## config.mk

```make
export PLATFORM = sky130hd
export DESIGN_NAME = cex_core
export DESIGN_NICKNAME = d
export VERILOG_FILES = /design/src/inc/cex_pkg.sv /design/src/verilog/cex_core.sv
export VERILOG_INCLUDE_DIRS = /design/src /design/src/inc
export SDC_FILE = /design/constraint.sdc
export NUM_CORES = 2
export LEC_CHECK = 0
export BUFFER_PORTS_ARGS = -buffer_cell sky130_fd_sc_hd__buf_2
export CORE_MARGIN = 5
export CORE_UTILIZATION = 30
export DETAILED_ROUTE_END_ITERATION = 7
export GPL_TIMING_DRIVEN = 0
export MAX_ROUTING_LAYER = met4
export PLACE_DENSITY = 0.46
export REMOVE_ABC_BUFFERS = 1
export SYNTH_ARGS = -nofsm -noshare
export SYNTH_HDL_FRONTEND = slang
export SYNTH_SLANG_ARGS = --single-unit
export TNS_END_PERCENT = 100
```

## constraint.sdc

```tcl
create_clock -name clk_i -period 5.99 [get_ports clk_i]
set_input_delay 0.8985 -clock clk_i [delete_from_list [all_inputs] [get_ports clk_i]]
set_output_delay 0.8985 -clock clk_i [all_outputs]
set_load 0.05 [all_outputs]
```

## src/inc/cex_consts.svh

```systemverilog
// Register indices, field positions and reset values of the execute core
`ifndef CEX_CONSTS_SVH
`define CEX_CONSTS_SVH

// File register indices; the bus byte address is four times the index
`define CEX_IDX_IPH      6'h04
`define CEX_IDX_IPL      6'h05
`define CEX_IDX_SPH      6'h06
`define CEX_IDX_SPL      6'h07
`define CEX_IDX_PCH      6'h08
`define CEX_IDX_PCL      6'h09
`define CEX_IDX_ACC      6'h0A
`define CEX_IDX_STATUS   6'h0B
`define CEX_IDX_DPH      6'h0C
`define CEX_IDX_DPL      6'h0D
`define CEX_IDX_RATE     6'h0E
`define CEX_IDX_PRODH    6'h0F
`define CEX_IDX_PMADRH   6'h10
`define CEX_IDX_PMADRL   6'h11
`define CEX_IDX_PMDATH   6'h12
`define CEX_IDX_PMDATL   6'h13
`define CEX_IDX_PBFLAG   6'h17
`define CEX_IDX_PBEDGE   6'h19
`define CEX_IDX_EXTENDED_CONFIG     6'h1C
`define CEX_IDX_RSVD_1D  6'h1D
`define CEX_IDX_IRETH    6'h1E
`define CEX_IDX_IRETL    6'h1F
`define CEX_IDX_PORTA_PIN_STATE     6'h20
`define CEX_IDX_PORTA_OUT_LATCH    6'h21
`define CEX_IDX_PORTA_DIRECTION    6'h22
`define CEX_IDX_RSVD_23  6'h23
`define CEX_IDX_PORTB_PIN_STATE     6'h24
`define CEX_IDX_FIRST    6'h04
`define CEX_IDX_LAST     6'h24
`define CEX_IDX_SPAN     37

// Status register field positions and the address bits that feed the page field
`define CEX_ST_CARRY     0
`define CEX_ST_NIBBLE    1
`define CEX_ST_NULL      2
`define CEX_ST_PAGE_HI   7
`define CEX_ST_PAGE_LO   5
`define CEX_PAGE_ADR_HI  15
`define CEX_PAGE_ADR_LO  13

// Reset values
`define CEX_RST_ZERO     8'h00
`define CEX_RST_ONES     8'hFF
`define CEX_RST_PC       16'hFFF0
`define CEX_RST_ST_POR   8'hE0
`define CEX_RST_ST_BOR   8'hE8
`define CEX_RST_ST_WDT   8'hF0
`define CEX_RST_RATE     8'h93
`define CEX_RST_EXTENDED_CONFIG     8'h01

// Stack storage depth index width
`define CEX_STK_AW       4

`endif

```

## src/inc/cex_pkg.sv

```systemverilog
// Types shared by the execute core and its users
package cex_pkg;

  // Instruction classes handled by the execute core
  typedef enum logic [4:0] {
    CEX_OP_NOP      = 5'h00,
    CEX_OP_RL       = 5'h01,
    CEX_OP_RR       = 5'h02,
    CEX_OP_SUB      = 5'h03,
    CEX_OP_SUB_LIT  = 5'h04,
    CEX_OP_SUBC     = 5'h05,
    CEX_OP_SWAP     = 5'h06,
    CEX_OP_TEST     = 5'h07,
    CEX_OP_CLRB     = 5'h08,
    CEX_OP_SETB     = 5'h09,
    CEX_OP_SB       = 5'h0A,
    CEX_OP_SNB      = 5'h0B,
    CEX_OP_PUSH     = 5'h0C,
    CEX_OP_PUSH_LIT = 5'h0D,
    CEX_OP_POP      = 5'h0E,
    CEX_OP_RET      = 5'h0F,
    CEX_OP_RETW     = 5'h10,
    CEX_OP_PAGE     = 5'h11,
    CEX_OP_LOADH    = 5'h12,
    CEX_OP_SPEED    = 5'h13,
    CEX_OP_FERASE   = 5'h14,
    CEX_OP_FREAD    = 5'h15,
    CEX_OP_FWRITE   = 5'h16,
    CEX_OP_IREAD    = 5'h17,
    CEX_OP_IWRITE   = 5'h18
  } cex_op_t;

  // Cause of the last reset, selects the status reset pattern
  typedef enum logic [1:0] {
    CEX_RST_POR  = 2'h0,
    CEX_RST_BOR  = 2'h1,
    CEX_RST_WDOG = 2'h2
  } cex_rst_cause_t;

endpackage : cex_pkg

```

## src/verilog/cex_core.sv

```systemverilog
// Execute datapath and special-function register map of the 8-bit core
//
// The implementer's own choice: the Wishbone slave port.
`timescale 1ns/1ps
`include "cex_consts.svh"

module cex_core (
  // Clock, reset, enable
  input  wire logic                   clk_i,
  input  wire logic                   rst_i,
  input  wire logic                   ce_i,
  input  wire cex_pkg::cex_rst_cause_t rst_cause_i,
  // Instruction issue
  input  wire logic                   op_valid_i,
  output logic                        op_ready_o,
  input  wire cex_pkg::cex_op_t       op_code_i,
  input  wire logic [5:0]             op_file_i,
  input  wire logic [2:0]             op_bit_i,
  input  wire logic                   op_dest_w_i,
  input  wire logic [7:0]             op_imm_i,
  input  wire logic [15:0]            op_addr_i,
  output logic                        skip_pend_o,
  output logic [15:0]                 pc_o,
  output logic [7:0]                  rate_o,
  // Program memory and flash strobes
  output logic                        flash_erase_o,
  output logic                        flash_read_o,
  output logic                        flash_write_o,
  output logic                        pm_read_o,
  output logic                        pm_write_o,
  output logic [15:0]                 pm_addr_o,
  output logic [15:0]                 pm_wdata_o,
  input  wire logic                   pm_rvalid_i,
  input  wire logic [15:0]            pm_rdata_i,
  // Port pins
  input  wire logic [7:0]             porta_pins_i,
  input  wire logic [7:0]             portb_pins_i,
  output logic [7:0]                  porta_out_o,
  output logic [7:0]                  porta_oe_n_o,
  // Wishbone classic slave
  input  wire logic                   wb_cyc_i,
  input  wire logic                   wb_stb_i,
  input  wire logic                   wb_we_i,
  input  wire logic [7:0]             wb_adr_i,
  input  wire logic [3:0]             wb_sel_i,
  input  wire logic [31:0]            wb_dat_i,
  output logic [31:0]                 wb_dat_o,
  output logic                        wb_ack_o
);
  import cex_pkg::*;

  //////////////////////////////////////////////////////////////////////////////
  // Storage
  logic [7:0]  sfr [`CEX_IDX_SPAN];
  logic [7:0]  stk [2**`CEX_STK_AW];
  logic [15:0] pc;
  logic        skip_pend;
  logic [7:0]  pa_meta, pa_sync, pb_meta, pb_sync;

  // Combinational results
  logic [7:0]  fop, next_res;
  logic        next_c, next_dc, next_z;
  logic        wr_f, wr_w, upd_c, upd_dc, upd_z, skip_now;
  logic        op_take, op_exec, wb_req, wb_commit;
  logic [5:0]  wb_idx;
  logic [15:0] sp, sp_dec, sp_inc;

  //////////////////////////////////////////////////////////////////////////////
  // Functions

  // Subtract with borrow-in; carry and nibble flag mean no borrow out
  function automatic logic [9:0] sub8(input logic [7:0] a, input logic [7:0] b,
                                      input logic bin);
    logic [8:0] full;
    logic [4:0] nib;
    full = {1'b0, a} - {1'b0, b} - {8'h00, bin};
    nib  = {1'b0, a[3:0]} - {1'b0, b[3:0]} - {4'h0, bin};
    sub8 = {~full[8], ~nib[4], full[7:0]};
  endfunction : sub8

  // Reset image of each map location other than status and the program counter bytes
  function automatic logic [7:0] rst_val(input int idx);
    unique case (idx)
      `CEX_IDX_RATE:  rst_val = `CEX_RST_RATE;
      `CEX_IDX_EXTENDED_CONFIG:  rst_val = `CEX_RST_EXTENDED_CONFIG;
      `CEX_IDX_PORTA_DIRECTION: rst_val = `CEX_RST_ONES;
      default:        rst_val = `CEX_RST_ZERO;
    endcase
  endfunction : rst_val

  // File read: live views for counter and pins, zero for reserved holes
  function automatic logic [7:0] file_rd(input logic [5:0] idx);
    if (idx < `CEX_IDX_FIRST || idx > `CEX_IDX_LAST ||
        idx == `CEX_IDX_RSVD_1D || idx == `CEX_IDX_RSVD_23) begin
      file_rd = 8'h00;
    end else if (idx == `CEX_IDX_PCH) begin
      file_rd = pc[15:8];
    end else if (idx == `CEX_IDX_PCL) begin
      file_rd = pc[7:0];
    end else if (idx == `CEX_IDX_PORTA_PIN_STATE) begin
      file_rd = pa_sync;
    end else if (idx == `CEX_IDX_PORTB_PIN_STATE) begin
      file_rd = pb_sync;
    end else begin
      file_rd = sfr[idx];
    end
  endfunction : file_rd

  // Locations that ignore writes
  function automatic logic file_ro(input logic [5:0] idx);
    file_ro = (idx < `CEX_IDX_FIRST) || (idx > `CEX_IDX_LAST) ||
              (idx == `CEX_IDX_PCH) || (idx == `CEX_IDX_RATE) ||
              (idx == `CEX_IDX_PORTA_PIN_STATE) || (idx == `CEX_IDX_PORTB_PIN_STATE) ||
              (idx == `CEX_IDX_RSVD_1D) || (idx == `CEX_IDX_RSVD_23);
  endfunction : file_ro

  //////////////////////////////////////////////////////////////////////////////
  // Pin synchronisers; the first stage feeds only the second
  always_ff @(posedge clk_i) begin
    if (ce_i) begin
      pa_meta <= porta_pins_i;
      pa_sync <= pa_meta;
      pb_meta <= portb_pins_i;
      pb_sync <= pb_meta;
    end
  end

  //////////////////////////////////////////////////////////////////////////////
  // Handshake decode; a committing bus write owns the cycle, so issue stalls
  assign wb_req     = wb_cyc_i & wb_stb_i;
  assign wb_idx     = wb_adr_i[7:2];
  assign wb_commit  = wb_req & wb_ack_o & wb_we_i & wb_sel_i[0] & ce_i;
  assign op_ready_o = ~(wb_req & wb_ack_o & wb_we_i);
  assign op_take    = op_valid_i & op_ready_o & ce_i;
  assign op_exec    = op_take & ~skip_pend;
  assign sp         = {sfr[`CEX_IDX_SPH], sfr[`CEX_IDX_SPL]};
  assign sp_dec     = sp - 16'h0001;
  assign sp_inc     = sp + 16'h0001;
  // Process form, so the operand follows register updates and not only index changes
  always_comb fop = file_rd(op_file_i);

  //////////////////////////////////////////////////////////////////////////////
  // ALU: result, destination and flag updates of the current instruction
  always_comb begin
    next_res = fop;
    next_c   = sfr[`CEX_IDX_STATUS][`CEX_ST_CARRY];
    next_dc  = sfr[`CEX_IDX_STATUS][`CEX_ST_NIBBLE];
    next_z   = sfr[`CEX_IDX_STATUS][`CEX_ST_NULL];
    wr_f     = 1'b0;
    wr_w     = 1'b0;
    upd_c    = 1'b0;
    upd_dc   = 1'b0;
    upd_z    = 1'b0;
    skip_now = 1'b0;
    unique case (op_code_i)
      CEX_OP_RL: begin
        {next_c, next_res} = {fop, sfr[`CEX_IDX_STATUS][`CEX_ST_CARRY]};
        upd_c = 1'b1;
        wr_w  = op_dest_w_i;
        wr_f  = ~op_dest_w_i;
      end
      CEX_OP_RR: begin
        {next_res, next_c} = {sfr[`CEX_IDX_STATUS][`CEX_ST_CARRY], fop};
        upd_c = 1'b1;
        wr_w  = op_dest_w_i;
        wr_f  = ~op_dest_w_i;
      end
      CEX_OP_SUB: begin
        {next_c, next_dc, next_res} = sub8(fop, sfr[`CEX_IDX_ACC], 1'b0);
        {upd_c, upd_dc, upd_z} = 3'b111;
        wr_w  = op_dest_w_i;
        wr_f  = ~op_dest_w_i;
      end
      CEX_OP_SUB_LIT: begin
        {next_c, next_dc, next_res} = sub8(op_imm_i, sfr[`CEX_IDX_ACC], 1'b0);
        {upd_c, upd_dc, upd_z} = 3'b111;
        wr_w  = 1'b1;
      end
      CEX_OP_SUBC: begin
        {next_c, next_dc, next_res} = sub8(fop, sfr[`CEX_IDX_ACC],
                                           ~sfr[`CEX_IDX_STATUS][`CEX_ST_CARRY]);
        {upd_c, upd_dc, upd_z} = 3'b111;
        wr_w  = op_dest_w_i;
        wr_f  = ~op_dest_w_i;
      end
      CEX_OP_SWAP: begin
        next_res = {fop[3:0], fop[7:4]};
        wr_w     = op_dest_w_i;
        wr_f     = ~op_dest_w_i;
      end
      CEX_OP_TEST: begin
        upd_z = 1'b1;
      end
      CEX_OP_CLRB: begin
        next_res = fop & ~(8'h01 << op_bit_i);
        wr_f     = 1'b1;
      end
      CEX_OP_SETB: begin
        next_res = fop | (8'h01 << op_bit_i);
        wr_f     = 1'b1;
      end
      CEX_OP_SB:  skip_now = fop[op_bit_i];
      CEX_OP_SNB: skip_now = ~fop[op_bit_i];
      default: begin
        next_res = fop;
      end
    endcase
    // Null flag follows the produced byte; zero check looks at the operand
    if (upd_z) begin
      next_z = (next_res == 8'h00);
    end
  end

  //////////////////////////////////////////////////////////////////////////////
  // Skip tracker: one pending skip swallows exactly the next issued op
  always_ff @(posedge clk_i) begin
    if (rst_i) begin
      skip_pend <= 1'b0;
    end else if (op_take) begin
      skip_pend <= op_exec & skip_now;
    end
  end
  assign skip_pend_o = skip_pend;

  //////////////////////////////////////////////////////////////////////////////
  // Register map, program counter and stack storage
  always_ff @(posedge clk_i) begin
    if (rst_i) begin
      for (int i = 0; i < `CEX_IDX_SPAN; i++) begin
        sfr[i] <= rst_val(i);
      end
      // Status pattern depends on what caused the reset
      unique case (rst_cause_i)
        CEX_RST_BOR:  sfr[`CEX_IDX_STATUS] <= `CEX_RST_ST_BOR;
        CEX_RST_WDOG: sfr[`CEX_IDX_STATUS] <= `CEX_RST_ST_WDT;
        default:      sfr[`CEX_IDX_STATUS] <= `CEX_RST_ST_POR;
      endcase
      pc <= `CEX_RST_PC;
    end else if (ce_i) begin
      // Bus write; read-only holes silently drop the data
      if (wb_commit && !file_ro(wb_idx)) begin
        if (wb_idx == `CEX_IDX_PCL) begin
          pc[7:0] <= wb_dat_i[7:0];
        end else begin
          sfr[wb_idx] <= wb_dat_i[7:0];
        end
      end
      // Returned program-memory word lands in the data byte pair
      if (pm_rvalid_i) begin
        sfr[`CEX_IDX_PMDATH] <= pm_rdata_i[15:8];
        sfr[`CEX_IDX_PMDATL] <= pm_rdata_i[7:0];
      end
      if (op_exec) begin
        if (wr_f && !file_ro(op_file_i)) begin
          if (op_file_i == `CEX_IDX_PCL) begin
            pc[7:0] <= next_res;
          end else begin
            sfr[op_file_i] <= next_res;
          end
        end
        if (wr_w) begin
          sfr[`CEX_IDX_ACC] <= next_res;
        end
        // Flag writes come last so they win over a result aimed at status
        if (upd_c) begin
          sfr[`CEX_IDX_STATUS][`CEX_ST_CARRY] <= next_c;
        end
        if (upd_dc) begin
          sfr[`CEX_IDX_STATUS][`CEX_ST_NIBBLE] <= next_dc;
        end
        if (upd_z) begin
          sfr[`CEX_IDX_STATUS][`CEX_ST_NULL] <= next_z;
        end
        unique case (op_code_i)
          CEX_OP_PUSH, CEX_OP_PUSH_LIT: begin
            stk[sp[`CEX_STK_AW-1:0]] <= (op_code_i == CEX_OP_PUSH) ? fop : op_imm_i;
            {sfr[`CEX_IDX_SPH], sfr[`CEX_IDX_SPL]} <= sp_dec;
          end
          CEX_OP_POP: begin
            {sfr[`CEX_IDX_SPH], sfr[`CEX_IDX_SPL]} <= sp_inc;
            if (!file_ro(op_file_i) && op_file_i != `CEX_IDX_PCL) begin
              sfr[op_file_i] <= stk[sp_inc[`CEX_STK_AW-1:0]];
            end
          end
          CEX_OP_RET, CEX_OP_RETW: begin
            pc <= op_addr_i;
            sfr[`CEX_IDX_STATUS][`CEX_ST_PAGE_HI:`CEX_ST_PAGE_LO] <=
              op_addr_i[`CEX_PAGE_ADR_HI:`CEX_PAGE_ADR_LO];
            if (op_code_i == CEX_OP_RETW) begin
              sfr[`CEX_IDX_ACC] <= op_imm_i;
            end
          end
          CEX_OP_PAGE: begin
            sfr[`CEX_IDX_STATUS][`CEX_ST_PAGE_HI:`CEX_ST_PAGE_LO] <=
              op_addr_i[`CEX_PAGE_ADR_HI:`CEX_PAGE_ADR_LO];
          end
          CEX_OP_LOADH: sfr[`CEX_IDX_DPH]  <= op_addr_i[15:8];
          CEX_OP_SPEED: sfr[`CEX_IDX_RATE] <= op_imm_i;
          default: begin
          end
        endcase
      end
    end
  end

  //////////////////////////////////////////////////////////////////////////////
  // Memory strobes: one-cycle pulses, address and data from the byte registers
  always_ff @(posedge clk_i) begin
    if (rst_i) begin
      {flash_erase_o, flash_read_o, flash_write_o, pm_read_o, pm_write_o} <= 5'h00;
    end else if (ce_i) begin
      flash_erase_o <= op_exec && (op_code_i == CEX_OP_FERASE);
      flash_read_o  <= op_exec && (op_code_i == CEX_OP_FREAD);
      flash_write_o <= op_exec && (op_code_i == CEX_OP_FWRITE);
      pm_read_o     <= op_exec && (op_code_i == CEX_OP_IREAD);
      pm_write_o    <= op_exec && (op_code_i == CEX_OP_IWRITE);
    end
  end
  assign pm_addr_o    = {sfr[`CEX_IDX_PMADRH], sfr[`CEX_IDX_PMADRL]};
  assign pm_wdata_o   = {sfr[`CEX_IDX_PMDATH], sfr[`CEX_IDX_PMDATL]};
  assign pc_o         = pc;
  assign rate_o       = sfr[`CEX_IDX_RATE];
  assign porta_out_o  = sfr[`CEX_IDX_PORTA_OUT_LATCH];
  // Direction bit one means input, so it doubles as the active-low enable
  assign porta_oe_n_o = sfr[`CEX_IDX_PORTA_DIRECTION];

  //////////////////////////////////////////////////////////////////////////////
  // Wishbone answer: ack one cycle after the request, then drop for a cycle
  always_ff @(posedge clk_i) begin
    if (rst_i) begin
      wb_ack_o <= 1'b0;
      wb_dat_o <= 32'h0000_0000;
    end else if (ce_i) begin
      wb_ack_o <= wb_req & ~wb_ack_o;
      wb_dat_o <= {24'h00_0000, file_rd(wb_idx)};
    end
  end
endmodule : cex_core

```

After elaboration in Yosys (flattened, before gate mapping)
Memory sizes are Yosys's and may differ from the RTL's.
Cells that the tools add are included.
{ "op_classes": {"n_addsub": 8, "magnitude_cmp": 9, "eq_ne": 41, "n_shift": 1, "n_mux": 90, "n_bitwise": 27, "n_reduce_logical": 41} }
{ "ops": {"columns": ["cell", "n"], "rows": [
  ["$mux W296", 11],
  ["$bwmux W296", 3],
  ["$mux W208", 2],
  ["$mux W8", 29],
  ["$mux W176", 1],
  ["$bmux W8 S6", 2],
  ["$demux W8 S6", 2],
  ["$mux W16", 4],
  ["$pmux W8 S8", 1],
  ["$mux W48", 1],
  ["$pmux W8 S2", 3],
  ["$eq A5 B5 Y1 const B", 9],
  ["$eq A5 B4 Y1 const B", 8],
  ["$eq A6 B4 Y1 const B", 6],
  ["$eq A6 B6 Y1 const B", 6],
  ["$pmux W16 S2", 1],
  ["$mux W1", 21],
  ["$eq A5 B3 Y1 const B", 4],
  ["$logic_or A1 B1 Y1", 18],
  ["$sub A8 B8 Y9", 2],
  ["$add A16 B1 Y16 const B", 1],
  ["$sub A16 B1 Y16 const B", 1],
  ["$ge A7 B7 Y1 const B", 2],
  ["$lt A7 B1 Y1 const B", 2],
  ["35 further kinds", 77]
]} }
{ "word_totals": {"register_bits": 359, "mem_bits_rw": 128, "output_inout_bits": 112, "mem_count": 1} }
{ "memory_table": {"columns": ["memory", "depth", "word_bits", "read_ports", "rd_clocked_by_memory_dff", "write_ports", "line_no", "text"], "rows": [
  ["stk", 16, 8, 1, 0, 1, "cex_core.sv:55", "logic [7:0] stk [2**`CEX_STK_AW];"]
]} }

Logic depth before layout (Yosys ltp)
{ "depth": {"word_depth": 32, "ltp_mapped": 26, "mapped_depth_nobuf": 20} }

Worst setup path before layout
Ideal clock, no wire load.
{ "synth_timing": {"path_type": "input to register", "from": "input port op_file_i[0]", "to": "register sfr[206] (netlist name), data pin", "setup_ps": 255, "t_arrival_ps": 5165, "setup_slack_ps": 570, "cell_stages": 24, "path_cell_list": "buf_6 > buf_12 > buf_6 > buf_6 > mux4_2 > mux2i_1 > nor2_1 > nor4_2 > nor3_2 > inv_2 > ha_1 > inv_1 > fa_1 > xnor2_1 > nand3_1 > mux2i_1 > and3b_1 > xnor2_1 > o32ai_1 > o32a_1 > buf_2 > inv_2 > o21ai_0 > a31o_1"} }
{ "synth_via": {"elab_chain_cells": 24} }
{ "synth_lines": {"columns": ["item", "line_no", "text"], "rows": [
  ["from (decl)", "cex_core.sv:17", "input wire logic [5:0] op_file_i,"],
  ["$not A6 Y7", "cex_core.sv:105, cex_core.sv:258, cex_core.sv:282", null],
  ["$bmux W8 S6", "cex_core.sv:105", "file_rd = sfr[idx];"],
  ["$mux W8 (not written as such) (2 in series)", "cex_core.sv:105", null],
  ["$mux W8", "cex_core.sv:102", "end else if (idx == `CEX_IDX_PORTB_PIN_STATE) begin"],
  ["$mux W8", "cex_core.sv:100", "end else if (idx == `CEX_IDX_PORTA_PIN_STATE) begin"],
  ["$mux W8", "cex_core.sv:98", "end else if (idx == `CEX_IDX_PCL) begin"],
  ["$mux W8", "cex_core.sv:96", "end else if (idx == `CEX_IDX_PCH) begin"],
  ["$mux W8", "cex_core.sv:93", "if (idx < `CEX_IDX_FIRST || idx > `CEX_IDX_LAST ||"],
  ["[7 not listed]", null, null],
  ["$mux W296", "cex_core.sv:239", "end else if (ce_i) begin"],
  ["$mux W296", "cex_core.sv:228", "if (rst_i) begin"],
  ["$bwmux W296", "cex_core.sv:282", "sfr[op_file_i] <= stk[sp_inc[`CEX_STK_AW-1:0]];"],
  ["$mux W296", "cex_core.sv:281", "if (!file_ro(op_file_i) && op_file_i != `CEX_IDX_PCL) begin"],
  ["$pmux W3 S2 *", "cex_core.sv:274", "unique case (op_code_i)"],
  ["$mux W296 *", "cex_core.sv:253", "if (op_exec) begin"],
  ["$mux W208 *", "cex_core.sv:239", null],
  ["$mux W208 *", "cex_core.sv:228", null],
  ["to (signal, indexed assignment)", "cex_core.sv:230", "sfr[i] <= rst_val(i);"],
  ["to (signal, indexed assignment)", "cex_core.sv:258", "sfr[op_file_i] <= next_res;"],
  ["to (signal, indexed assignment)", "cex_core.sv:277", "{sfr[`CEX_IDX_SPH], sfr[`CEX_IDX_SPL]} <= sp_dec;"],
  ["to (decl)", "cex_core.sv:54", "logic [7:0] sfr [`CEX_IDX_SPAN];"]
]} }
Every way passes the cells marked *; elsewhere a longest branch is shown, timed or not. The select of a mux whose other input is x is not followed.
A chain may end at the register's enable or synchronous reset.

Final worst setup path
{ "layout_timing": {"from": "input port op_file_i[0]", "to": "register sfr[246] (netlist name)"} }
{ "layout_via": {"elab_chain_cells": 20} }
{ "layout_lines": {"columns": ["item", "line_no", "text"], "rows": [
  ["$not A6 Y7", "cex_core.sv:105, cex_core.sv:258, cex_core.sv:282", null],
  ["$bmux W8 S6", "cex_core.sv:105", null],
  ["$mux W8 (not written as such) (2 in series)", "cex_core.sv:105", null],
  ["$mux W8", "cex_core.sv:102", null],
  ["$mux W8", "cex_core.sv:100", null],
  ["$mux W8", "cex_core.sv:98", null],
  ["$mux W8", "cex_core.sv:96", null],
  ["$mux W8", "cex_core.sv:93", null],
  ["[3 not listed]", null, null],
  ["$bwmux W296", "cex_core.sv:258", null],
  ["$mux W296", "cex_core.sv:255", "if (op_file_i == `CEX_IDX_PCL) begin"],
  ["$mux W296", "cex_core.sv:254", "if (wr_f && !file_ro(op_file_i)) begin"],
  ["$mux W296", "cex_core.sv:253", null],
  ["$mux W296", "cex_core.sv:239", null],
  ["$mux W296", "cex_core.sv:228", null],
  ["$pmux W16 S2 *", "cex_core.sv:274", null],
  ["$mux W296 *", "cex_core.sv:253", null]
]} }
Marked as above.

==> reports/qor.csv <==
stage,metric,value,unit
outcome,status,completed,
sta,f_max,169,MHz
die,Starting Density,0.301,
worst_setup_path,crit path kind,in2reg,
global_route,pin count of the biggest net entering global routing,79,
die,# rows,119,
place,DP Area,0.0333,mm²
global_route,GRT Util Overall,0.269,
drt,ANT nets after route,0,
final_layout,Syn-to-layout area delta,13.9,%
die,die height,335,µm
synthesis,Post-Syn Area,0.0316,mm²
worst_setup_path,Slowest Stage Delay on Critical Path,0.59,ns
sta,final setup margin,0.0682,ns
worst_setup_path,family with the most delay on the worst path,compound AO/OA/AOI/OAI gates,
worst_hold_path,hold crit path type,in2reg,
power_and_ir_drop,"Power, Total",0.00874,W
clock_tree,CTS H-tree depth,2,
clock_tree,worst-case clock buffer depth,3,
global_route,total grt overflow,0,
place,IO buf count,183,
final_layout,nets@finish,3321,
drt,via count,29160,
final_layout,Final Util,0.343,
sta,Worst-Margin Slew,1.37,ns
worst_setup_path,critical path arrival,6.45,ns
final_layout,multi-input logic area,0.0188,mm²
sta,Relative slew margins,0.0861,
sta,fin crit share,0.989,
global_route,first-pass GRT wire length,214,mm
clock_tree,CTS tree,yes,
sta,Final Max Slew Viols,0,
synthesis,Synth Flop Type,dfxtp_1,
synthesis,register area share after synthesis,0.357,
power_and_ir_drop,P_leak,13.3,nW
synthesis,YS warnings,0,
final_layout,"commonest cells after routing, fill and taps aside","dfxtp_1 (310), mux2i_1 (292), nand2_1 (246), nor2_1 (203)",
synthesis,synthesized instance count,3173,
sta,Fin. Hold Viols,0,
synthesis,Post-synth EDFFs,168,
final_layout,cell area after layout,0.0360,mm²
place,detailed placement HPWL,104,mm
run,Max Cap Viol,0,
drt,final WL,153,mm
sta,Clock Skews,0.0560,ns
final_layout,total area of sequential cells,0.0113,mm²
global_route,number of global-route vias before repair,27369,
die,Die ar.,0.112,mm²
final_layout,"most common cell after layout, fill and taps aside",dfxtp_1,
final_layout,# fillers,10730,
worst_setup_path,Critical Path RT,6.52,ns
sta,"Setup violations, final",0,
worst_setup_path,cell mode on critical path,buf_16,
clock_tree,clock root cell,clkbuf_16,
drt,Starting DRT DRC Count,3882,
drt,vias per cell,6.32,
synthesis,Async SR Flop Fraction,0,
drt,Routed WL per cell,33.2,µm
clock_tree,Worst-Skew Late Latency,0.69,ns
worst_setup_path,Critical Path Fanout Max,41,
die,I/O Pins,237,
die,Die W,335,µm
sta,fin crit period,5.92,ns
global_route,initial antenna violation count,6,
worst_setup_path,crit-path cells,"buf_16, buf_16, mux4_2, a22o_1, a31oi_1, nand4_1, a21oi_2, or3_1, inv_1, ha_1, or3b_2, nand3_1, a211oi_4, and3b_1, xnor2_1, o32ai_1, o32a_4, buf_4, a222oi_1, o22ai_1",
place,dpl ws,-2.86,ns
worst_setup_path,crit path capture type,flop,
power_and_ir_drop,power per cell area,243,mW/mm²
clock_tree,Clock Sinks,479,
clock_tree,"Reg clk slew, reported paths",0.07,ns
final_layout,layout cells sized above 1,0.203,
synthesis,Yosys cell types,114,
drt,DRT Pass-1 Iters,5,
clock_tree,Num CTS Buffers,59,
worst_setup_path,CP Buf/Inv Count,4,
die,Core ar.,0.105,mm²
drt,# DRC,0,
worst_setup_path,slowest CP cell,mux4_2,
worst_setup_path,crit start category,input port,
synthesis,Avg Synthesized Cell Area,9.96,µm²
power_and_ir_drop,Max VDD drop,293,µV
place,GP Congestion,0.933,
synthesis,#FFs+latches synth,479,
[stage by stage]
step	setup TNS [ns]	instances	hold WS, ns
after CTS	0	4599	0.349
after detailed placement	-377.41	4463	0.405
after global placement	-1820.07	4424	0.407
after global routing	-0.00376	4611	0.371
final	0	4612	0.383
after floorplan	-0.100	2850	0.400
[path summary, 6_finish.rpt]
| kind | from | to | slack (ns) | depth (start not counted) |
|---|---|---|---|---|
| setup reg to reg | sfr[41]$_SDFFE_PP0P_ | sfr[169]$_SDFFE_PP0P_ | 0.45 | 18 |
| setup / recovery | op_file_i[0] | sfr[246]$_SDFFE_PP0P_ | 0.07 | 20 |
| hold reg to reg | pb_meta[7]$_DFFE_PP_ | pb_sync[7]$_DFFE_PP_ | 0.41 | 0 |
| hold / removal | portb_pins_i[5] | pb_meta[5]$_DFFE_PP_ | 0.38 | 1 |
[layout make-up]
class / count / area share
Tap cell: 1391 / 0.0483
Multi-Input combinational cell: 2336 / 0.522
Clock inverter: 30 / 0.00813
Clock buffer: 79 / 0.0450
Timing Repair Buffer: 258 / 0.0591
Antenna cell: 2 / 0.000139
Inverter: 37 / 0.00428
Sequential cell: 479 / 0.313
[synth_stat cells (all sizes together) (15+ instances only)]
master,instances,area (µm²)
dfxtp,311,6230
mux2i,294,2940
nand2,247,927
nor2,222,848
o21ai,220,1110
a21oi,177,897
buf,173,1220
clkbuf,173,649
edfxtp,168,5040
mux4,159,3580
a221o,130,1300
nor2b,101,632
nand3,64,320
a22oi,58,440
a221oi,57,524
o22ai,50,327
nor3,47,272
inv,35,131
mux2,29,327
a211oi,27,203
xnor2,24,210
and3,23,144
ha,23,288
nand2b,23,144
and2,21,131
a31oi,20,146
a21o,19,143
a22o,19,166
xor2,19,166
o211ai,18,135
or3,16,100
nand4,15,100
[flip-flops by register name (all words and copies together), names as in the netlist, 8 cells and up]
signal	cells
pa_meta	8
pa_sync	8
pb_meta	8
pb_sync	8
pc_o	16
pm_addr_o	16
pm_wdata_o	16
porta_oe_n_o	8
porta_out_o	8
rate_o	8
sfr	232
stk	128
wb_dat_o	8
[report_power, final]
group | switching, W | total, W | internal (W)
Combinational | 0.00110 | 0.00161 | 0.000506
Clock | 0.00160 | 0.00364 | 0.00204
Sequential | 0.0000869 | 0.00350 | 0.00341
Total | 0.00279 | 0.00874 | 0.00596
[cell families (layout without fill, tap and decap cells)]
logic type	Yosys count	count (layout)	share of synthesized area
xor gates and xnor gates	43	43	0.0119
muxes	482	482	0.217
DFF	479	479	0.357
other	1	26	0.000119
buffers and inverters	383	404	0.0634
AOI/OAI and AO/OA	919	921	0.208
adders and majority gates	25	25	0.0104
and+or+nand+nor	841	841	0.133
[routing by layer]
metal | global-route usage | wire length (µm)
met1 | 0.353 | 62400
met2 | 0.397 | 66700
met3 | 0.0448 | 13600
met4 | 0.144 | 10300
met5 | - | 0
[what timing repair did]
item / in CTS / in global routing
resized for setup: 34 / 20
endpoints found under the setup margin: 207 / 84
gates cloned: 4 / 0
setup buffers: 23 / 11
pin swaps: 7 / 5
hold buffers: 0 / 0
Note: power is estimated with default switching activity, not from simulation.
